[config.mk]
export PLATFORM = sky130hd
export DESIGN_NAME = ccmg_top
export DESIGN_NICKNAME = d
export VERILOG_FILES = /design/src/ccmg_pkg.sv /design/src/ccmg_pin_sync.sv /design/src/ccmg_top.sv
export SDC_FILE = /design/constraint.sdc
export NUM_CORES = 1
export LEC_CHECK = 0
export BUFFER_PORTS_ARGS = -buffer_cell sky130_fd_sc_hd__buf_2
export CAP_MARGIN = 10
export CORE_UTILIZATION = 55
export CTS_BUF_LIST = sky130_fd_sc_hd__clkbuf_16
export DETAILED_ROUTE_END_ITERATION = 10
export HOLD_SLACK_MARGIN = 0.15
export PLACE_DENSITY_LB_ADDON = 0.08
export SYNTH_ARGS = -nofsm -noshare
export SYNTH_HDL_FRONTEND = slang
export SYNTH_HIERARCHICAL = 1
export SYNTH_SLANG_ARGS = --single-unit
[constraint.sdc]
create_clock -name clk -period 5.2 [get_ports clk]
set_input_delay 0 -clock clk [delete_from_list [all_inputs] [get_ports clk]]
set_output_delay 0 -clock clk [all_outputs]
set_load 0.01 [all_outputs]
[src/ccmg_pkg.sv]
// Purpose: Shared constants, types and decode functions for the CPU clock mode generator.
// Assumes: One system clock at 250 MHz; oscillator and port pins are sampled asynchronously.
// Notes: Counts are in system clock cycles, except resync counts in oscillator transitions.
//
// Functional notes
// (RQ1) Both CPU clock edges are usable; each edge-to-edge interval is one phase time.
// (RQ2) Generation mechanism comes from bits 7..5 of the reset port config register.
// (RQ3) Long hardware reset loads that register from the port 0 upper half pins.
// (RQ4) Decode: 111 x4, 110 x3, 101 x2, 100 x5, 011 1:1, 010 x1.5, 001 /2, 000 x2.5.
// (RQ5) Prescaler mode divides the oscillator input by two.
// (RQ6) Prescaler high and low phases each last one full oscillator period.
// (RQ7) Multiplying modes enable the loop; CPU frequency is oscillator times factor.
// (RQ8) Loop resynchronises to the oscillator once every F oscillator transitions; the code uses two transitions for x1.5 and x2.5.
// (RQ9) Resynchronisation is gradual, no abrupt frequency step, staying locked.
// (RQ10) Direct drive disables the loop and passes the oscillator straight through.
// (RQ11) Direct drive phases follow oscillator high/low; two phases equal one period.
// (RQ12) Latched mode stays fixed until the next long hardware reset.

package ccmg_pkg;

    localparam int CLK_FREQ_MHZ = 250;
    localparam int CLK_PERIOD_NS = 4;

    localparam int CFG_W = 8;
    localparam int MODE_MSB = 7;
    localparam int MODE_LSB = 5;
    localparam int MODE_W = MODE_MSB - MODE_LSB + 1;
    localparam int PER_W = 16;

    // Longest oscillator period; a longest time rounds down
    localparam int OSC_PERIOD_MAX_NS = 500;
    localparam int OSC_PERIOD_MAX_CYC = OSC_PERIOD_MAX_NS / CLK_PERIOD_NS;
    // Twice the longest period without a rising edge means the oscillator stopped
    localparam logic [PER_W-1:0] OSC_TIMEOUT_CYC = PER_W'(2 * OSC_PERIOD_MAX_CYC);
    localparam logic [PER_W-1:0] LOCK_TOL_CYC = 16'h0001;
    localparam logic [PER_W-1:0] PER_ZERO = 16'h0000;

    typedef enum logic [MODE_W-1:0] {
        MODE_MUL2P5 = 3'b000,
        MODE_PRESCALE = 3'b001,
        MODE_MUL1P5 = 3'b010,
        MODE_DIRECT = 3'b011,
        MODE_MUL5 = 3'b100,
        MODE_MUL2 = 3'b101,
        MODE_MUL3 = 3'b110,
        MODE_MUL4 = 3'b111
    } ccmg_mode_e;

    typedef struct packed {
        logic pllEnable;
        logic prescaleActive;
        logic directActive;
        logic locked;
    } ccmg_status_s;

    // CPU phases per oscillator period, twice the factor in multiplying modes; zero for prescaler and direct drive
    function automatic logic [3:0] ccmg_phases_per_osc(input ccmg_mode_e mode);
        case (mode)
            MODE_MUL4: ccmg_phases_per_osc = 4'h8;
            MODE_MUL3: ccmg_phases_per_osc = 4'h6;
            MODE_MUL2: ccmg_phases_per_osc = 4'h4;
            MODE_MUL5: ccmg_phases_per_osc = 4'ha;
            MODE_MUL1P5: ccmg_phases_per_osc = 4'h3;
            MODE_MUL2P5: ccmg_phases_per_osc = 4'h5;
            default: ccmg_phases_per_osc = 4'h0;
        endcase
    endfunction : ccmg_phases_per_osc

    // Oscillator transitions between resync points
    // Half factors resync once per full period: a whole phase count per interval keeps the
    // residue halving from eating toggles
    function automatic logic [3:0] ccmg_resync_transitions(input ccmg_mode_e mode);
        case (mode)
            MODE_MUL4: ccmg_resync_transitions = 4'h4;
            MODE_MUL3: ccmg_resync_transitions = 4'h3;
            MODE_MUL2: ccmg_resync_transitions = 4'h2;
            MODE_MUL5: ccmg_resync_transitions = 4'h5;
            MODE_MUL1P5: ccmg_resync_transitions = 4'h2;
            MODE_MUL2P5: ccmg_resync_transitions = 4'h2;
            default: ccmg_resync_transitions = 4'h1;
        endcase
    endfunction : ccmg_resync_transitions

    function automatic logic ccmg_is_pll(input ccmg_mode_e mode);
        ccmg_is_pll = (mode != MODE_PRESCALE) && (mode != MODE_DIRECT);
    endfunction : ccmg_is_pll

endpackage : ccmg_pkg

[src/ccmg_pin_sync.sv]
// Purpose: Two-stage synchroniser for asynchronous pin inputs.
// Assumes: Inputs change independently; no bus coherence is needed.
// Notes: First stage feeds only the second stage.

`timescale 1ns/1ns
`default_nettype none

module ccmg_pin_sync
    import ccmg_pkg::*;
#(
    parameter int WIDTH = 9
) (
    input wire logic clk,
    input wire logic clkEn,
    input wire logic [WIDTH-1:0] asyncIn,
    output logic [WIDTH-1:0] syncOut
);

    logic [WIDTH-1:0] stage1_reg;
    logic [WIDTH-1:0] stage2_reg;

    genvar gi;
    generate
        for (gi = 0; gi < WIDTH; gi++) begin : g_bit
            // No reset, so pin levels are already settled when reset releases
            always_ff @(posedge clk) begin
                if (clkEn) begin
                    stage1_reg[gi] <= asyncIn[gi];
                    stage2_reg[gi] <= stage1_reg[gi];
                end
            end
        end
    endgenerate

    assign syncOut = stage2_reg;

endmodule : ccmg_pin_sync

`default_nettype wire

[src/ccmg_top.sv]
// Purpose: Derives the CPU clock from the oscillator by prescaler, direct drive or multiplier.
// Assumes: CPU clock is a sampled digital waveform at system clock resolution.
// Notes: Loop is a digital phase accumulator tracking the measured oscillator period.

`timescale 1ns/1ns
`default_nettype none

module ccmg_top
    import ccmg_pkg::*;
(
    input wire logic clk,
    input wire logic srst,
    input wire logic clkEn,
    input wire logic oscIn,
    input wire logic [CFG_W-1:0] port0UpperHalf,
    output logic cpuClk,
    output logic cpuEdge,
    output logic [PER_W-1:0] clockPhaseTime,
    output logic [MODE_W-1:0] clockModeSelect,
    output logic [CFG_W-1:0] resetPortConfigHigh,
    output ccmg_status_s status
);

    logic [CFG_W:0] pinSync;
    logic oscSync;
    logic [CFG_W-1:0] portSync;

    ccmg_pin_sync #(
        .WIDTH(CFG_W + 1)
    ) u_pin_sync (
        .clk(clk),
        .clkEn(clkEn),
        .asyncIn({oscIn, port0UpperHalf}),
        .syncOut(pinSync)
    );

    assign oscSync = pinSync[CFG_W];
    assign portSync = pinSync[CFG_W-1:0];

    // Configuration latch
    logic [CFG_W-1:0] resetPortConfigHigh_reg;
    ccmg_mode_e mode;

    // Loads while reset is held; pins must be stable for the last edges of reset
    always_ff @(posedge clk) begin
        if (srst) begin
            resetPortConfigHigh_reg <= portSync; // [RQ3]
        end else if (clkEn) begin
            resetPortConfigHigh_reg <= resetPortConfigHigh_reg; // [RQ12]
        end
    end

    assign mode = ccmg_mode_e'(resetPortConfigHigh_reg[MODE_MSB:MODE_LSB]); // [RQ2]

    logic [3:0] phasesPerOsc;
    logic [3:0] resyncCount;
    logic pllMode;

    assign phasesPerOsc = ccmg_phases_per_osc(mode); // [RQ4]
    assign resyncCount = ccmg_resync_transitions(mode); // [RQ4]
    assign pllMode = ccmg_is_pll(mode); // [RQ7]

    // Oscillator edge detection on the synchronised level
    logic oscDly_reg;
    logic oscRise;
    logic oscEdge;

    always_ff @(posedge clk) begin
        if (srst) begin
            // Follow the pin in reset so no false edge appears at release
            oscDly_reg <= oscSync;
        end else if (clkEn) begin
            oscDly_reg <= oscSync;
        end
    end

    assign oscRise = oscSync & ~oscDly_reg;
    assign oscEdge = oscSync ^ oscDly_reg;

    // Oscillator period measurement
    logic [PER_W-1:0] periodCnt_reg;
    logic [PER_W-1:0] measPeriod_reg;
    logic measValid_reg;
    logic measArmed_reg;

    always_ff @(posedge clk) begin
        if (srst) begin
            periodCnt_reg <= PER_ZERO;
            measPeriod_reg <= PER_ZERO;
            measValid_reg <= 1'b0;
            measArmed_reg <= 1'b0;
        end else if (clkEn) begin
            if (oscRise) begin
                periodCnt_reg <= PER_ZERO;
                measPeriod_reg <= periodCnt_reg + 16'h0001;
                // First rise after reset closes a partial period, so it only arms
                measValid_reg <= measArmed_reg && (periodCnt_reg < OSC_TIMEOUT_CYC);
                measArmed_reg <= 1'b1;
            end else if (periodCnt_reg >= OSC_TIMEOUT_CYC) begin
                // Stopped oscillator drops the measurement rather than wrapping
                measValid_reg <= 1'b0;
            end else begin
                periodCnt_reg <= periodCnt_reg + 16'h0001;
            end
        end
    end

    // Resync point every F oscillator transitions, every two for the half factors
    logic [3:0] transCnt_reg;
    logic resyncPoint;

    assign resyncPoint = pllMode && oscEdge && (transCnt_reg == (resyncCount - 4'h1)); // [RQ8]

    always_ff @(posedge clk) begin
        if (srst) begin
            transCnt_reg <= 4'h0;
        end else if (clkEn) begin
            if (resyncPoint) begin
                transCnt_reg <= 4'h0; // [RQ8]
            end else if (oscEdge && pllMode) begin
                transCnt_reg <= transCnt_reg + 4'h1;
            end
        end
    end

    // Tracked period takes the first measurement whole, then moves half the error per resync
    logic [PER_W-1:0] pllPeriod_reg;
    logic signed [PER_W:0] periodErr;
    logic signed [PER_W:0] periodStep;

    assign periodErr = $signed({1'b0, measPeriod_reg}) - $signed({1'b0, pllPeriod_reg});
    assign periodStep = periodErr >>> 1;

    always_ff @(posedge clk) begin
        if (srst) begin
            pllPeriod_reg <= PER_ZERO;
        end else if (clkEn) begin
            if (!measValid_reg) begin
                pllPeriod_reg <= PER_ZERO;
            end else if (resyncPoint) begin
                if (pllPeriod_reg == PER_ZERO) begin
                    pllPeriod_reg <= measPeriod_reg;
                end else begin
                    // Gradual correction avoids a frequency step
                    pllPeriod_reg <= PER_W'(pllPeriod_reg + PER_W'(periodStep)); // [RQ9]
                end
            end
        end
    end

    // Phase accumulator: phasesPerOsc toggles per tracked period
    logic [PER_W-1:0] acc_reg;
    logic [PER_W-1:0] accSum;
    logic [PER_W-1:0] accWrap;
    logic pllToggle;
    logic pllRun;

    assign pllRun = pllMode && (pllPeriod_reg != PER_ZERO); // [RQ7]
    assign accSum = acc_reg + {12'h000, phasesPerOsc};
    assign pllToggle = pllRun && (accSum >= pllPeriod_reg); // [RQ7]
    assign accWrap = pllToggle ? (accSum - pllPeriod_reg) : accSum;

    always_ff @(posedge clk) begin
        if (srst) begin
            acc_reg <= PER_ZERO;
        end else if (clkEn) begin
            if (!pllRun) begin
                acc_reg <= PER_ZERO;
            end else if (resyncPoint) begin
                // Halving the residue pulls the phase toward the oscillator edge
                acc_reg <= accWrap >> 1; // [RQ8] [RQ9]
            end else begin
                acc_reg <= accWrap;
            end
        end
    end

    // CPU clock selection
    logic cpuClk_reg;
    logic cpuClkNext;

    always_comb begin
        cpuClkNext = cpuClk_reg;
        case (mode)
            MODE_PRESCALE: begin
                // Toggle on rising edges only: each phase is one oscillator period
                if (oscRise) begin
                    cpuClkNext = ~cpuClk_reg; // [RQ5] [RQ6]
                end
            end
            MODE_DIRECT: begin
                cpuClkNext = oscSync; // [RQ10] [RQ11]
            end
            default: begin
                if (!pllRun) begin
                    cpuClkNext = 1'b0;
                end else if (pllToggle) begin
                    cpuClkNext = ~cpuClk_reg; // [RQ7]
                end
            end
        endcase
    end

    always_ff @(posedge clk) begin
        if (srst) begin
            cpuClk_reg <= 1'b0;
        end else if (clkEn) begin
            cpuClk_reg <= cpuClkNext;
        end
    end

    // Edge strobe and phase length measurement
    logic cpuEdge_reg;
    logic [PER_W-1:0] phaseCnt_reg;
    logic [PER_W-1:0] clockPhaseTime_reg;
    logic cpuEdgeNow;

    assign cpuEdgeNow = (cpuClkNext != cpuClk_reg); // [RQ1]

    always_ff @(posedge clk) begin
        if (srst) begin
            cpuEdge_reg <= 1'b0;
            phaseCnt_reg <= PER_ZERO;
            clockPhaseTime_reg <= PER_ZERO;
        end else if (clkEn) begin
            cpuEdge_reg <= cpuEdgeNow; // [RQ1]
            if (cpuEdgeNow) begin
                phaseCnt_reg <= PER_ZERO;
                clockPhaseTime_reg <= phaseCnt_reg + 16'h0001; // [RQ1]
            end else if (phaseCnt_reg != 16'hffff) begin
                phaseCnt_reg <= phaseCnt_reg + 16'h0001;
            end
        end
    end

    // Status
    ccmg_status_s status_reg;
    logic [PER_W-1:0] errMag;

    assign errMag = periodErr[PER_W] ? PER_W'(-periodErr) : PER_W'(periodErr);

    always_ff @(posedge clk) begin
        if (srst) begin
            status_reg <= '0;
        end else if (clkEn) begin
            status_reg.pllEnable <= pllMode; // [RQ7] [RQ10]
            status_reg.prescaleActive <= (mode == MODE_PRESCALE);
            status_reg.directActive <= (mode == MODE_DIRECT);
            status_reg.locked <= pllRun && measValid_reg && (errMag <= LOCK_TOL_CYC); // [RQ9]
        end
    end

    assign cpuClk = cpuClk_reg;
    assign cpuEdge = cpuEdge_reg;
    assign clockPhaseTime = clockPhaseTime_reg;
    assign resetPortConfigHigh = resetPortConfigHigh_reg;
    assign clockModeSelect = resetPortConfigHigh_reg[MODE_MSB:MODE_LSB];
    assign status = status_reg;

endmodule : ccmg_top

`default_nettype wire

== Yosys cells after proc, flatten, opt, wreduce, memory -nomap -nowiden ==
Cells that the tools add are included.
Cells by class
  add/sub/neg operators: 9
  magnitude comparators: 4
  equality and inequality tests: 14
  mux-type cells: 23
  bitwise operators: 4
  reductions and logical operators: 23
Operators with widths (number)
  2-to-1 mux 16 bit: 11
  adder 16 x 1 -> 16 bit (second input constant): 2
  case mux 4 bit (6 select lines): 1
  subtractor 16 x 16 -> 17 bit: 1
  adder 16 bit: 1
  adder 16 x 4 -> 16 bit: 1
  greater-or-equal comparator 16 bit: 1
  greater-or-equal comparator 16 x 8 -> 1 bit (second input constant): 1
  <= comparator 16 x 1 -> 1 bit (second input constant): 1
  zero test 16 bit: 1
  less-than comparator 16 x 8 -> 1 bit (second input constant): 1
  inequality test 16 bit (second input constant): 1
  negation 16 bit: 1
  nonzero test 16 bit: 1
  subtractor 16 bit: 1
  AND reduction 2 bit: 7
  == test 3 bit (second input constant): 4
  case mux 3 bit (4 select lines): 1
  logical AND 1 bit: 8
  2-to-1 mux 4 bit: 2
  nonzero test 2 bit: 4
  2-to-1 mux 1 bit: 7
  == test 3 x 2 -> 1 bit (second input constant): 2
  adder 4 x 1 -> 4 bit (second input constant): 1
  other kinds (14): 15
Storage, ports and cells
  register bits: 135
  input bits: 12
  logic and storage cells: 112

== Logic depth before layout (Yosys ltp) ==
  word-level depth: 11
  mapped depth: 23
  depth with buffers taken out: 20

== Cells and area by module ==
The synthesis kept the hierarchy.
By module, submodules not included
  ccmg_top: instances 1, cells an instance 1022, area an instance 8353.0 um^2, sequential area each 2432.3 um^2
  ccmg_pin_sync: instances 1, cells an instance 18, area an instance 540.5 um^2, sequential area each 540.5 um^2

== Least setup slack after synthesis ==
OpenSTA, ideal clock, no wires.
  path kind: flip-flop to flip-flop
  start point: register resetPortConfigHigh_reg[5] (netlist: resetPortConfigHigh[5])
  end point: register acc_reg[10]
  setup time: 0.132 ns
  arrival: 3.981 ns
  data required time: 5.068 ns
  path slack: 1.087 ns
  cell stages (with the launch flop): 19
  clock period less this slack: 4.113 ns
  cells stage by stage: edfxtp_1 > clkbuf_1 > nor2_1 > ha_1 > fa_1 > a21o_1 > a21oi_1 > nor2_1 > xor2_1 > ha_1 > nand2_1 > a311oi_1 > o21bai_1 > a31oi_1 > a21o_1 > buf_2 > mux2_2 > a22oi_1 > a21oi_1
On the way
  longest elaborated chain between the ends: 8
  elaborated cells between the ends (all ways): 24
RTL lines
  from (decl): RTL line ccmg_top.sv:41  | logic [CFG_W-1:0] resetPortConfigHigh_reg;
  from (signal assigned): RTL line ccmg_top.sv:47  | resetPortConfigHigh_reg <= portSync;
  from (signal assigned): RTL line ccmg_top.sv:49  | resetPortConfigHigh_reg <= resetPortConfigHigh_reg;
  == test 3 x 2 -> 1 bit, or another cell as far along: RTL line ccmg_pkg.sv:58, ccmg_pkg.sv:73
  case mux 4 bit (6 select lines) or OR reduction 3 bit (tied branches)
  adder 16 x 4 -> 16 bit or case mux 3 bit (4 select lines) (tied branches): RTL line ccmg_top.sv:159, ccmg_pkg.sv:73
  greater-or-equal comparator 16 bit or subtractor 4 x 1 -> 4 bit (tied branches): RTL line ccmg_top.sv:160, ccmg_top.sv:112
  logical AND 1 bit or == test 4 bit (tied branches): RTL line ccmg_top.sv:160, ccmg_top.sv:112
  2-to-1 mux 16 bit or logical AND 1 bit (tied branches): RTL line ccmg_top.sv:161, ccmg_top.sv:112
  2-to-1 mux 16 bit: RTL line ccmg_top.sv:169  | end else if (resyncPoint) begin
  2-to-1 mux 16 bit (*): RTL line ccmg_top.sv:167  | if (!pllRun) begin
  to (signal assigned): RTL line ccmg_top.sv:171  | acc_reg <= accWrap >> 1;
  to (signal assigned): RTL line ccmg_top.sv:173  | acc_reg <= accWrap;
  to (decl): RTL line ccmg_top.sv:152  | logic [PER_W-1:0] acc_reg;
Every way passes the cells marked *; elsewhere a longest branch is shown, timed or not.
A chain may end at the register's enable or synchronous reset.

== Final worst setup path ==
  start point: register resetPortConfigHigh_reg[5] (netlist: resetPortConfigHigh[5])
  end point: register acc_reg[4]
Same word-level chain as after synthesis.

==> reports/summary.txt <==
Critical Path RT = 5500 ps
Sw Ratio = 30.09%
P_int = 2.059 mW
Mapped Area = 8894 µm²
Synth-to-layout area growth = 11.38%
Synth top area share = 24.31%
Hold Path Sink = u_pin_sync/syncOut[0]$_DFFE_PP_
Antenna-violating nets left = 0
Final hold vios = 0
Drt wl/cell = 16.53 µm
Nature of the critical path endpoint = flip-flop
Ant diodes = 0
Fin crit share = 88.81%
First-pass GRT wire length = 35.09 mm
Hold path startpoint = clkEn
Clock Pin Slew Worst Setup and Hold Paths = 60 ps
VDD IR-drop max = 236.0 µV
Sw power = 0.8862 mW
Starting Density = 56.19%
Synth Area per Inst = 8.551 µm²
CP Launch Type = flip-flop
GR Util met1 = 36.67%
Slew @ Worst Pin = 1043 ps
Sequential power share = 38.5%
Crit Path Class = reg -> reg
Pre-CTS setup slack = 649.2 ps
Clk sinks = 135
CP Max Fanout = 12
Hold Worst Slack = 195.4 ps
Slew HR = 29.56%
Clk_lat worst skew = 430 ps
Die area = 16680 µm²
CTS root buffer = clkbuf_16
Placer congestion estimate = 0.9380
Worst hold path cell count = 1
DR vias = 7678
Syn Nets = 1114
Seq/Total Area, Yosys = 33.43%
Vias per cell = 5.897
Largest net degree at the start of global routing = 81
Synth Instances = 1040
DRT Pass-1 Iters = 6
Clock Tree Buf Depth = 2
Post-synth ARST share = 0%
Row count = 46
Clock Skew = 16.01 ps
Grt ovf = 0
LEAKAGE = 3.985 nW
Synth area leader = dfxtp_1
Tot GR Track Use = 26.91%
Critical Path AT = 4920 ps
Most frequent cell after synthesis = nor2_1
FMAX = 216.5 MHz
# fillers = 1417
RR Startpoint = resetPortConfigHigh[5]$_DFFE_PP_
RSZ-0062 raised after global routing = no
Commonest cells post-synth = nor2_1 (127), dfxtp_1 (108), a21oi_1 (79)
Pins over their slew limit = 0
Setup TNS = 0 ps
Final cell count without fillers = 1302
HP Class = in -> reg
Final net count = 1147
TritonCTS buffer count = 17
Most area-consuming cells after synthesis = dfxtp_1 (24%), edfxtp_1 (9.1%), ha_1 (8.2%)
Final Setup Violations = 0
Status = finished, final reports clean
CTS tree = built
H-Tree Depth = 4
Gr busiest metal = met2
Synth warn = 6
Distinct cells, synth = 86
I/O Buffers = 44
Reg2reg setup slack = 580 ps
Top-level I/O count = 45
Core area = 15830 µm²
Setup Fix Bufs, Post-CTS = 0
Minimum clock period = 4618 ps
DP Cell Count = 1259
P per Cell Area = 297.3 nW/µm²
Antenna violations before repair = 0
Final WS setup = 582.1 ps
Yosys reg bits = 135
Clock power share = 41.3%
Die H = 129.2 µm
Combinational share of power = 20.2%
Post-synth EDFFs = 27
Met3 Usage GRT = 4.418%
R2R cell count = 16
Ratio of cells with drive above 1 in the final layout = 10.87%
DR DRC count = 0
Met2 global-route usage = 43.33%
DPL Wire Length = 15.72 mm
Die Span X = 129.2 µm
Ys flop type = dfxtp_1
Initial drt markers = 555
FF-to-FF End = acc_reg[4]$_SDFFE_PP0P_
Max-cap violation count = 0
WL final = 21.52 mm
Vias in the first global route = 6976
==> placed cells by master (no fill, tap or decap), drive strengths merged, types with 5 or more instances in the layout <==
master and instances:
nor2 128, dfxtp 108, a21oi 83, xnor2 63, nand2 63, inv 62, ha 58, buf 49
and3 35, o21ai 35, a211oi 35, nand3 32, xor2 29, edfxtp 27, nor3 19, clkbuf 17
a21o 16, mux2i 16, nor2b 13, a222oi 13, a311oi 13, a31oi 11, dlygate4sd3 10, or2 10
nor4 10, or3 9, nand4 8, and2 8, a22oi 7, nand3b 7, nand2b 6, o21bai 6
o211ai 5, o21a 5, clkinv 5
==> worst max path at each step <==
stage                                                 from                              to  slack, ps
after floorplan           resetPortConfigHigh[5]$_DFFE_PP_        acc_reg[10]$_SDFFE_PP0P_       1090
after global placement    resetPortConfigHigh[6]$_DFFE_PP_         acc_reg[5]$_SDFFE_PP0P_        680
after detailed placement  resetPortConfigHigh[5]$_DFFE_PP_         acc_reg[4]$_SDFFE_PP0P_        650
after CTS                 resetPortConfigHigh[5]$_DFFE_PP_         acc_reg[4]$_SDFFE_PP0P_        580
after global routing         pllPeriod_reg[1]$_SDFFE_PP0P_  pllPeriod_reg[14]$_SDFFE_PP0P_        170
final                     resetPortConfigHigh[5]$_DFFE_PP_         acc_reg[4]$_SDFFE_PP0P_        580
==> cells by family after synthesis <==
kind of cell / synth area share, %
buf+inv: 4.699
compound gates: 21.51
flops: 33.43
fa+ha+maj: 9.060
mux: 2.181
simple gates: 20.06
xor+xnor: 9.060
==> area by class of cell <==
type	count	area (µm²)	share of cell area, %
sequential	135	2973	30.01
inverter	56	210.2	2.122
tap	216	270.3	2.728
clock buffer	17	425.4	4.295
multi-input combinational	804	5507	55.59
timing repair buffer	59	357.8	3.612
clock inverter	15	162.7	1.642
==> layer usage <==
layer  wire length, µm  part of all wire [%]
met5                 0                     0
met1             10190                    47
met2              9991                    46
met4               352                   1.6
met3               981                   4.6
==> power groups by stage <==
| stage | registers [mW] | logic [mW] | clock network [mW] |
|---|---|---|---|
| floorplan | 1.15 | 0.457 | 0 |
| CTS | 1.13 | 0.589 | 1.23 |
| global route | 1.14 | 0.661 | 1.28 |
| finish | 1.13 | 0.596 | 1.22 |
| detailed placement | 1.16 | 0.579 | 0 |
| global placement | 1.15 | 0.576 | 0 |
==> worst max-delay path, cell delays in order, from the launching register on <==
cell and delay (ps):
edfxtp_1 570, nor2_1 100, ha_1 220, fa_1 420, a21o_1 190, a21oi_1 330
nor2_1 110, xor2_1 170, ha_1 380, nand2_1 80, a311oi_1 250, o21bai_1 100
a31oi_1 360, a21o_1 460, mux2_2 410, a222oi_1 300, nor2_1 60
==> per-stage QoR <==
step	util [%]	area [µm²]	power, mW
floorplan	-	8894	1.607
detailed placement	58.21	9213	1.734
global placement	58.21	9213	1.730
global route	62.59	9906	3.080
finish	62.59	9906	2.945
CTS	62.55	9901	2.956
==> timing repair <==
| action | CTS | global route |
|---|---|---|
| endpoints found under the setup margin | 0 | 0 |
| hold buffers | 10 | 0 |
| gates resized for setup | 0 | 0 |
| endpoints found under the hold margin | 31 | 0 |
No activity file was read; power rests on OpenSTA's default activity.
